### src/hdl/nls_pkg.sv
// constants, field layout and carrier types of the list pointer and status registers
// assumes one 40 MHz clock and a host that issues whole longword accesses
// Function
// RL1 - poll write makes receive list be examined
// RL2 - host polls only while reception suspended
// RL3 - host writes ones to reserved poll bits
// RL4 - host keeps descriptor lists longword aligned
// RL5 - octaword alignment advised for speed
// RL6 - transmit ring holds two descriptors minimum
// RL7 - unloaded list base keeps process stopped
// RL8 - base accepted only when stopped or suspended
// RL9 - unwritten base register reads undefined
// RL10 - base holds thirty bit list address
// RL11 - top two base bits read zero
// RL12 - base reads back last written address
// RL13 - address written while running never applies
// RL14 - init done flag, commands ignored before
// RL15 - both processes stopped after initialization
// RL16 - self-test failure sets failed flag
// RL17 - four bit self-test failure code
// RL18 - self-test completes 25 ms after reset
// RL19 - two bit transmit process state field
// RL20 - two bit receive process state field
// RL21 - upper status read-only, lower write-one-clear
// RL22 - slow access done bit, set after reset
// RL23 - poll ignored unless reception suspended
package nls_pkg;
    localparam logic [31:0] ADDR_RX_POLL = 32'h20008008;
    localparam logic [31:0] ADDR_RX_BASE = 32'h2000800C;
    localparam logic [31:0] ADDR_TX_BASE = 32'h20008010;
    localparam logic [31:0] ADDR_STATUS = 32'h20008014;
    localparam int ADDR_W = 30;
    localparam int STS_INIT_BIT = 31;
    localparam int STS_FAIL_BIT = 30;
    localparam int STS_SS_LSB = 26;
    localparam int STS_TX_LSB = 24;
    localparam int STS_RX_LSB = 22;
    localparam int STS_SLOW_BIT = 16;
    localparam int STS_MBO_LSB = 8;
    localparam logic [7:0] STS_MBO_VAL = 8'hFF;
    localparam logic [7:0] STS_EVT_RESET = 8'h00;
    localparam logic [1:0] PS_STOPPED = 2'h0;
    localparam logic [1:0] PS_RUNNING = 2'h1;
    localparam logic [1:0] PS_SUSPENDED = 2'h2;
    localparam logic [3:0] ST_CODE_PASS = 4'h0;
    localparam logic [3:0] ST_CODE_ROM = 4'h1;
    localparam logic [3:0] ST_CODE_RAM = 4'h2;
    localparam logic [3:0] ST_CODE_FILTER = 4'h3;
    localparam logic [3:0] ST_CODE_TX_FIFO = 4'h4;
    localparam logic [3:0] ST_CODE_RX_FIFO = 4'h5;
    localparam logic [3:0] ST_CODE_LOOP = 4'h6;
    localparam int unsigned SELFTEST_TIME_MS = 25;
    localparam int unsigned CLK_KHZ = 40000;
    localparam int unsigned SELFTEST_CYCLES = SELFTEST_TIME_MS * CLK_KHZ;
    localparam logic [ADDR_W-1:0] BASE_RESET = 30'h00000000;
    localparam logic [31:0] RD_ZERO = 32'h00000000;

    typedef struct packed {
        logic wr;
        logic rd;
        logic [31:0] addr;
        logic [31:0] wdata;
    } nls_csr_req_t;

    typedef struct packed {
        logic [1:0] tx;
        logic [1:0] rx;
    } nls_proc_state_t;
endpackage

### src/hdl/nls_init_seq.sv
// reset and self-test sequencer: runs the test window, then latches the result
// assumes the self-test code input is stable and same-clock at window end
`timescale 1ns/1ps
`default_nettype none
module nls_init_seq import nls_pkg::*; #(
    parameter int unsigned TEST_CYCLES = SELFTEST_CYCLES
) (
    input wire logic ref_clk,
    input wire logic sys_rst,
    input wire logic sw_reset,
    input wire logic [3:0] test_code,
    output logic init_done_q,
    output logic [3:0] code_q
);
    typedef enum logic {NLS_TESTING, NLS_READY} nls_init_t;
    nls_init_t state_q;
    logic [31:0] cnt_q;

    // window count restarts on either reset kind
    always_ff @(posedge ref_clk) begin
        if (sys_rst || sw_reset) begin
            state_q <= NLS_TESTING;
            cnt_q <= 32'h00000000;
        end else begin
            unique case (state_q)
                NLS_TESTING: begin
                    if (cnt_q == TEST_CYCLES - 1) begin // RL18
                        state_q <= NLS_READY;
                    end
                    cnt_q <= cnt_q + 32'h00000001;
                end
                NLS_READY: cnt_q <= cnt_q;
            endcase
        end
    end

    // done and result latch in the same edge the window closes
    always_ff @(posedge ref_clk) begin
        if (sys_rst || sw_reset) begin
            init_done_q <= 1'b0;
            code_q <= ST_CODE_PASS;
        end else if (state_q == NLS_TESTING && cnt_q == TEST_CYCLES - 1) begin
            init_done_q <= 1'b1; // RL14
            code_q <= test_code; // RL17
        end
    end
endmodule
`default_nettype wire

### src/hdl/nls_list_base.sv
// one descriptor list base register: readback copy and effective copy
// assumes the owning process state is a same-clock input
`timescale 1ns/1ps
`default_nettype none
module nls_list_base import nls_pkg::*; (
    input wire logic ref_clk,
    input wire logic clr,
    input wire logic wr,
    input wire logic [ADDR_W-1:0] wdata,
    input wire logic [1:0] proc_state,
    output logic [ADDR_W-1:0] shown_q,
    output logic [ADDR_W-1:0] live_q,
    output logic loaded_q,
    output logic load_q
);
    logic ok;

    // acceptance is judged only at write time, so a late stop cannot revive it
    assign ok = (proc_state == PS_STOPPED) || (proc_state == PS_SUSPENDED); // RL8

    // readback always follows the last write, taken or not
    always_ff @(posedge ref_clk) begin
        if (clr) begin
            shown_q <= BASE_RESET; // RL9
        end else if (wr) begin
            shown_q <= wdata; // RL12
        end
    end

    // effective address moves only on an accepted write
    always_ff @(posedge ref_clk) begin
        if (clr) begin
            live_q <= BASE_RESET;
            loaded_q <= 1'b0;
            load_q <= 1'b0;
        end else begin
            load_q <= wr && ok;
            if (wr && ok) begin
                live_q <= wdata; // RL10 RL13
                loaded_q <= 1'b1;
            end
        end
    end
endmodule
`default_nettype wire

### src/hdl/nls_regs.sv
// host register bank: receive poll demand, two list bases, controller status
// assumes host longword accesses as one-cycle strobes and same-clock engines
`timescale 1ns/1ps
`default_nettype none
module nls_regs import nls_pkg::*; #(
    parameter int unsigned TEST_CYCLES = SELFTEST_CYCLES
) (
    input wire logic ref_clk,
    input wire logic sys_rst,
    input wire nls_csr_req_t csr_req,
    input wire logic sw_reset,
    input wire logic [3:0] test_code,
    input wire nls_proc_state_t proc_state,
    input wire logic tx_start_req,
    input wire logic rx_start_req,
    input wire logic slow_access_start,
    input wire logic slow_access_end,
    input wire logic [7:0] event_set,
    output logic [31:0] rd_data,
    output logic rd_valid,
    output logic rx_poll_demand,
    output logic [ADDR_W-1:0] rx_list_address,
    output logic [ADDR_W-1:0] tx_list_address,
    output logic rx_list_load,
    output logic tx_list_load,
    output logic rx_start_go,
    output logic tx_start_go,
    output logic init_done_flag
);
    logic init_done_q;
    logic [3:0] code_q;
    logic clr;
    logic wr_ok;
    logic hit_poll;
    logic hit_rxb;
    logic hit_txb;
    logic hit_sts;
    logic [ADDR_W-1:0] rx_shown;
    logic [ADDR_W-1:0] tx_shown;
    logic rx_loaded;
    logic tx_loaded;
    logic rx_load_q;
    logic tx_load_q;
    logic rx_poll_q;
    logic rx_go_q;
    logic tx_go_q;
    logic slow_done_q;
    logic [7:0] evt_q;
    logic [31:0] rd_data_q;
    logic rd_valid_q;
    logic [31:0] status_word;
    logic [1:0] tx_seen;
    logic [1:0] rx_seen;

    // address match kept in one place so reads and writes agree
    function automatic logic hit(input logic [31:0] a, input logic [31:0] ref_a);
        hit = (a == ref_a);
    endfunction

    // reset and self-test sequencer
    nls_init_seq #(.TEST_CYCLES(TEST_CYCLES)) u_init (
        .ref_clk(ref_clk),
        .sys_rst(sys_rst),
        .sw_reset(sw_reset),
        .test_code(test_code),
        .init_done_q(init_done_q),
        .code_q(code_q)
    );

    // any reset wipes the lists, so both processes restart stopped
    assign clr = sys_rst || sw_reset; // RL15
    // writes are dropped while the sequence runs
    assign wr_ok = csr_req.wr && init_done_q; // RL14
    assign hit_poll = hit(csr_req.addr, ADDR_RX_POLL);
    assign hit_rxb = hit(csr_req.addr, ADDR_RX_BASE);
    assign hit_txb = hit(csr_req.addr, ADDR_TX_BASE);
    assign hit_sts = hit(csr_req.addr, ADDR_STATUS);

    // the process state shown is forced stopped until the test ends
    assign tx_seen = init_done_q ? proc_state.tx : PS_STOPPED;
    assign rx_seen = init_done_q ? proc_state.rx : PS_STOPPED;

    // upper bits of the written word are dropped: the top field reads zero
    nls_list_base u_rx_base (
        .ref_clk(ref_clk),
        .clr(clr),
        .wr(wr_ok && hit_rxb),
        .wdata(csr_req.wdata[ADDR_W-1:0]), // RL11
        .proc_state(rx_seen),
        .shown_q(rx_shown),
        .live_q(rx_list_address),
        .loaded_q(rx_loaded),
        .load_q(rx_load_q)
    );

    nls_list_base u_tx_base (
        .ref_clk(ref_clk),
        .clr(clr),
        .wr(wr_ok && hit_txb),
        .wdata(csr_req.wdata[ADDR_W-1:0]), // RL11
        .proc_state(tx_seen),
        .shown_q(tx_shown),
        .live_q(tx_list_address),
        .loaded_q(tx_loaded),
        .load_q(tx_load_q)
    );

    // poll demand: data bit is don't-care, only suspended reception reacts
    always_ff @(posedge ref_clk) begin
        if (clr) begin
            rx_poll_q <= 1'b0;
        end else begin
            rx_poll_q <= wr_ok && hit_poll && (rx_seen == PS_SUSPENDED); // RL1 RL23
        end
    end

    // start commands pass only once a base address has been taken
    always_ff @(posedge ref_clk) begin
        if (clr) begin
            rx_go_q <= 1'b0;
            tx_go_q <= 1'b0;
        end else begin
            rx_go_q <= rx_start_req && init_done_q && rx_loaded; // RL7
            tx_go_q <= tx_start_req && init_done_q && tx_loaded; // RL7
        end
    end

    // slow access done: set by reset, dropped at start, set at end
    always_ff @(posedge ref_clk) begin
        if (clr) begin
            slow_done_q <= 1'b1; // RL22
        end else if (slow_access_start) begin
            slow_done_q <= 1'b0;
        end else if (slow_access_end) begin
            slow_done_q <= 1'b1; // RL22
        end
    end

    // low event bits are sticky; a new event beats a same-cycle clear
    always_ff @(posedge ref_clk) begin
        if (clr) begin
            evt_q <= STS_EVT_RESET;
        end else if (wr_ok && hit_sts) begin
            evt_q <= (evt_q & ~csr_req.wdata[7:0]) | event_set; // RL21
        end else begin
            evt_q <= evt_q | event_set;
        end
    end

    // status image: upper half read-only, writes never reach it
    always_comb begin
        status_word = RD_ZERO;
        status_word[STS_INIT_BIT] = init_done_q; // RL14
        status_word[STS_FAIL_BIT] = (code_q != ST_CODE_PASS); // RL16
        status_word[STS_SS_LSB +: 4] = code_q; // RL17
        status_word[STS_TX_LSB +: 2] = tx_seen; // RL19
        status_word[STS_RX_LSB +: 2] = rx_seen; // RL20
        status_word[STS_SLOW_BIT] = slow_done_q; // RL21
        status_word[STS_MBO_LSB +: 8] = STS_MBO_VAL;
        status_word[7:0] = evt_q;
    end

    // read answer one cycle after the strobe; the poll register is write-only
    always_ff @(posedge ref_clk) begin
        if (sys_rst) begin
            rd_data_q <= RD_ZERO;
            rd_valid_q <= 1'b0;
        end else begin
            rd_valid_q <= csr_req.rd;
            if (!csr_req.rd) begin
                rd_data_q <= rd_data_q;
            end else if (hit_rxb) begin
                rd_data_q <= {2'h0, rx_shown}; // RL11 RL12
            end else if (hit_txb) begin
                rd_data_q <= {2'h0, tx_shown}; // RL11 RL12
            end else if (hit_sts) begin
                rd_data_q <= status_word;
            end else begin
                rd_data_q <= RD_ZERO;
            end
        end
    end

    assign rd_data = rd_data_q;
    assign rd_valid = rd_valid_q;
    assign rx_poll_demand = rx_poll_q;
    assign rx_list_load = rx_load_q;
    assign tx_list_load = tx_load_q;
    assign rx_start_go = rx_go_q;
    assign tx_start_go = tx_go_q;
    assign init_done_flag = init_done_q;
endmodule
`default_nettype wire

### config.mk
export PLATFORM = sky130hd
export DESIGN_NAME = nls_regs
export DESIGN_NICKNAME = d
export VERILOG_FILES = /design/src/hdl/nls_pkg.sv /design/src/hdl/nls_init_seq.sv /design/src/hdl/nls_list_base.sv /design/src/hdl/nls_regs.sv
export SDC_FILE = /design/constraint.sdc
export NUM_CORES = 1
export LEC_CHECK = 0
export BUFFER_PORTS_ARGS = -buffer_cell sky130_fd_sc_hd__clkbuf_2
export CAP_MARGIN = 20
export CORE_MARGIN = 3
export CORE_UTILIZATION = 54
export DETAILED_ROUTE_END_ITERATION = 10
export GPL_TIMING_DRIVEN = 1
export HOLD_SLACK_MARGIN = 0.03
export MAX_ROUTING_LAYER = met4
export PLACE_DENSITY = 0.88
export SKIP_CTS_REPAIR_TIMING = 1
export SLEW_MARGIN = 0
export SYNTH_ARGS = -nofsm -noshare
export SYNTH_HDL_FRONTEND = slang
export SYNTH_SLANG_ARGS = --single-unit
### constraint.sdc
create_clock -name ref_clk -period 3.15 [get_ports ref_clk]
set_clock_uncertainty 0.2 [all_clocks]
set_input_delay 0.63 -clock ref_clk [delete_from_list [all_inputs] [get_ports ref_clk]]
set_output_delay 0.63 -clock ref_clk [all_outputs]
set_load 0.01 [all_outputs]
After elaboration in Yosys (flattened, before gate mapping)
Cells that the tools add are included.

Logic and storage cells: 63. Input port bits: 89. Register bits after elaboration: 207.

Reductions and logical operators: 20. Multiplexer cells: 11. Eq/ne operators: 7. $add $sub $neg: 1. Bitwise logic cells: 5.

Operators with widths (count): $eq A32 B30 Y1 const B (4); $mux W32 (4); $add A32 B1 Y32 const B (1); $eq A32 B20 Y1 const B (1); $or A8 B8 Y8 (2); $logic_and A1 B1 Y1 (13); $and A8 B8 Y8 (1); $mux W8 (1); $not A8 Y8 (1); $eq A2 B2 Y1 const B (2); $logic_not A2 Y1 (2); $mux W1 (4); $mux W2 (2); $reduce_bool A4 Y1 (1); $logic_or A1 B1 Y1 (3); $reduce_bool A2 Y1 (1); $not A1 Y1 (1).

Longest topological paths before layout
Word-level depth: 4. Mapped depth: 7. Depth with buffers taken out: 6.

Hierarchy
A second synthesis with hierarchy kept.

Cell total of the unflattened synthesis: 950. Area, all modules: 9156.3 µm².

By module, submodules not included: nls_list_base (area each 2504.9 µm², seq. area each 1241.2 µm², cells each 239, instances 2); nls_regs (area each 2269.7 µm², seq. area each 900.9 µm², cells each 261, instances 1); nls_init_seq (area each 1876.8 µm², seq. area each 760.7 µm², cells each 211, instances 1).

Worst setup path before layout
No wires, ideal clock.

Path type: input to register. From: input csr_req[42] in the netlist's numbering. To: register u_rx_base.shown_q[21]. Arrival: 2.159 ns. Setup time: 0.132 ns. Path buffers: 1. Setup slack: 0.658 ns. Stages: 6. Path through: nor4_2 -> nand4_1 -> or4_1 -> buf_2 -> nand2_1 -> a21oi_1.

Longest elaborated chain between the ends: 2.

RTL lines: from (decl) (RTL line nls_regs.sv:10) `input wire nls_csr_req_t csr_req,`; $eq A32 B30 Y1 (RTL line nls_regs.sv:57) `hit = (a == ref_a);`; $logic_and A1 B1 Y1 (RTL line nls_regs.sv:87) `.wr(wr_ok && hit_rxb),`; to (signal assigned) (RTL line nls_list_base.sv:26) `shown_q <= wdata;`; to (decl) (RTL line nls_list_base.sv:11) `output logic [ADDR_W-1:0] shown_q,`.

No other way between the ends. A chain may end at the register's enable or synchronous reset.

Worst setup path after layout
From: input csr_req[54] in the netlist's numbering. To: register u_rx_base.shown_q[3].

Same word-level chain as after synthesis.

==> out/metrics.cfg <==
[timing]
min_period_ns=2.45
tightest_slew_ns=0.840
setup_violations=0
fmax_mhz=408
period_share=0.777
setup_ws_ns=0.701
slew_headroom=0.440
finalHoldViolCount=0
hold_ws_ns=0.140
tns_ns=0
rsz0062_at_grt=no
slew_violations=0

[detailed_routing]
routedWlPerCell_um=16.9
wirelength_um=22400
ant_nets=0
vias_per_cell=5.63
firstDrtPassIters=5
route.detailed.drc=0
drt_iter0_drc=542
num_vias=7434

[synthesis]
async_reset_ff_frac=0
syn_area_per_cell_sq_um=8.62
synthTopCellsByArea=dfxtp_1 51%, nand2_1 9.6%, a21oi_1 6.1%, mux2i_1 5.9%, nor2_1 3.6%
ys_warn_count=0
synth_top_family_by_area=simple AND/OR/NAND/NOR gates
ys.flop_type=dfxtp_1
synthMuxAreaShare=0.0594
synth_top_cell_by_area=dfxtp_1
synth_nets=1029
synth_seq_cells=207
synth_cell_types=45
yosys.area_share.adder=0.00155
synth-simple-area-share=0.234
synth_edf_count=0
yosysSeqAreaShare=0.512
synth_xor_area_frac=0.0260
netlist_area_sq_mm=0.00809
synth_compound_area_frac=0.129
synth_top_area_frac=0.512
postSynthCellCount=939

[setup_path]
worstPathArrival_ns=2.61
path_common_cell=nand2_1
r2r_start=u_init.cnt_q[5]
r2r_end=u_init.cnt_q[31]
path_class=in2reg
cpLargestDelayFamily=simple AND/OR/NAND/NOR gates
cp-start-kind=input pin
cp_num_cells=7
reg2reg_depth=5
endpoint=u_rx_base.shown_q[3]
crit_path_cell_trace=clkbuf_2, nor4_1, nand2_1, or4_1, buf_4, nand2_1, a21oi_1
crit_path_start=csr_req[54]
cp_data_required_time_ns=3.31
r2r_setup_slack_ns=0.75
critPathBufInv=2
critPathCaptureType=flip-flop
crit_path_top_delay_cell=or4_1
max_stage_delay_ns=0.62
crit_path_max_fanout=19

[layout]
stdcell_count=1321
fin_area_sq_mm=0.0100
n_antenna_cell=0
drive_gt1_frac=0.230
area_delta_synth_final_pct=23.8
fillers=1133
nets=1213

[clock_network]
numClockSinks=207
cts_made_buffers=22
path_clk_slew_ns=0.06
clk-insertion-delay-late_ns=0.49
cts_tree=yes
cts.htree.levels=1
cts-root-buf=clkbuf_16
cts.path.max_buffers=3

[pwr]
switching_power_w=0.00113
switching_share=0.210
combPwrFrac=0.037
p_seq_frac=0.488
internal-power_w=0.00426
power.density_mw_per_mm2=538
ir_worst_vdd_mv=0.448
clockPowerShare=0.475
p_leak_nw=3.79

[global_routing]
grt_max_degree=88
antenna_found_initial=0
overflow=0
grt_first_pass_wirelength_um=35000
groute.usage.overall=0.269
grt_pass1_vias=7035

[place]
place_area_sq_mm=0.00930
gp_congestion=0.865
dp.cells=1283
numPortBuffers=185
post-place-ws_ns=0.310
post-dp-hpwl_um=15500

[floorplan]
die_area_sq_mm=0.0165
ios=188
core_area_sq_mm=0.0146
rows=44
chipHeight_um=128
fp.dieW_um=128
start_util=0.555

[outcome]
outcome=complete, no violations

[hold_path]
whs_path_depth=2
hold_path_class=in2reg
hold_start=slow_access_start

[job]
max-cap-violations=0

-- cell type report --
cell class | instances | area (sq um) | area share
clock inverter | 5 | 75.1 | 0.00749
inverter | 16 | 60.1 | 0.00599
multi-input combinational | 659 | 3660 | 0.366
clock buffer | 33 | 643 | 0.0642
sequential | 207 | 4140 | 0.414
tap | 184 | 230 | 0.0230
timing repair buffer | 217 | 1200 | 0.120
-- cells in the final DEF (no fill, tap or decap), types with 10 or more instances in the layout --
cell,count
a21oi_1,98
a22oi_1,13
a31oi_1,12
and4_1,10
buf_4,29
clkbuf_16,23
clkbuf_2,185
dfxtp_1,207
inv_1,16
mux2i_1,48
nand2_1,207
nand3_1,17
nand4_1,18
nor2_1,77
nor3_1,10
nor4_1,12
o21ai_0,26
o21ai_1,10
xor2_1,19
-- cell families (layout without fill, tap and decap cells) --
family	Yosys count	in the layout
buffers and inverters	73	271
adder cells (fa/ha/maj)	1	1
flip-flops	207	207
XOR/XNOR	24	24
AND/OR/NAND/NOR	401	401
AO/OA/AOI/OAI	185	185
multiplexers	48	48
-- worst min path at each step --
stage,endpoint,slack (ns)
3_3_place_gp,rd_data[9],0.23
3_5_place_dp,rd_data[11],0.24
5_1_grt,slow_done_q,0.15
2_1_floorplan,u_tx_base.shown_q[21],0.23
6_report,slow_done_q,0.14
4_1_cts,slow_done_q,0.13
-- flip-flops by register name, indices dropped and copies added (netlist names), 4 cells and up --
| register | cells |
|---|---|
| evt_q | 8 |
| u_init.code_q | 4 |
| u_tx_base.shown_q | 30 |
| u_rx_base.shown_q | 30 |
| u_rx_base.live_q | 30 |
| rd_data | 32 |
| u_init.cnt_q | 32 |
| u_tx_base.live_q | 30 |
-- power groups by stage --
stage	registers (W)	logic, W	clock network (W)
floorplan	0.00269	0.0000762	0
global placement	0.00269	0.000192	0
detailed placement	0.00269	0.000196	0
CTS	0.00263	0.000197	0.00260
global route	0.00263	0.000214	0.00270
finish	0.00263	0.000199	0.00256
-- Yosys cell counts, drive strengths merged, types with 10 or more instances --
master,count
nor3,11
a31oi,12
buf,22
and4,10
mux2i,48
a22oi,13
nand2,207
dfxtp,207
inv,16
a21oi,98
nor2,78
clkbuf,35
nand4,19
nand3,17
nor4,19
xor2,19
o21ai,36
-- through the flow --
stage               utilization  total power, W
floorplan                     -         0.00276
global route              0.687         0.00554
global placement          0.638         0.00288
CTS                       0.687         0.00543
finish                    0.687         0.00540
detailed placement        0.638         0.00289
-- worst reg2reg max path, stage by stage (launching register included) --
cell	delay [ns]
dfxtp_1	0.43
nand4_2	0.24
nor4_4	0.61
nand4_1	0.32
o31a_1	0.32
o21a_1	0.18
-- per-layer routing --
metal  GRT usage  up-vias  share of wire
met1       0.331     3493           0.42
met4      0.0749        0          0.022
met3      0.0544       39          0.077
met5           -        -              0
met2       0.451      296           0.48
li1            -     3606              -
(Power assumes the default switching activity.)
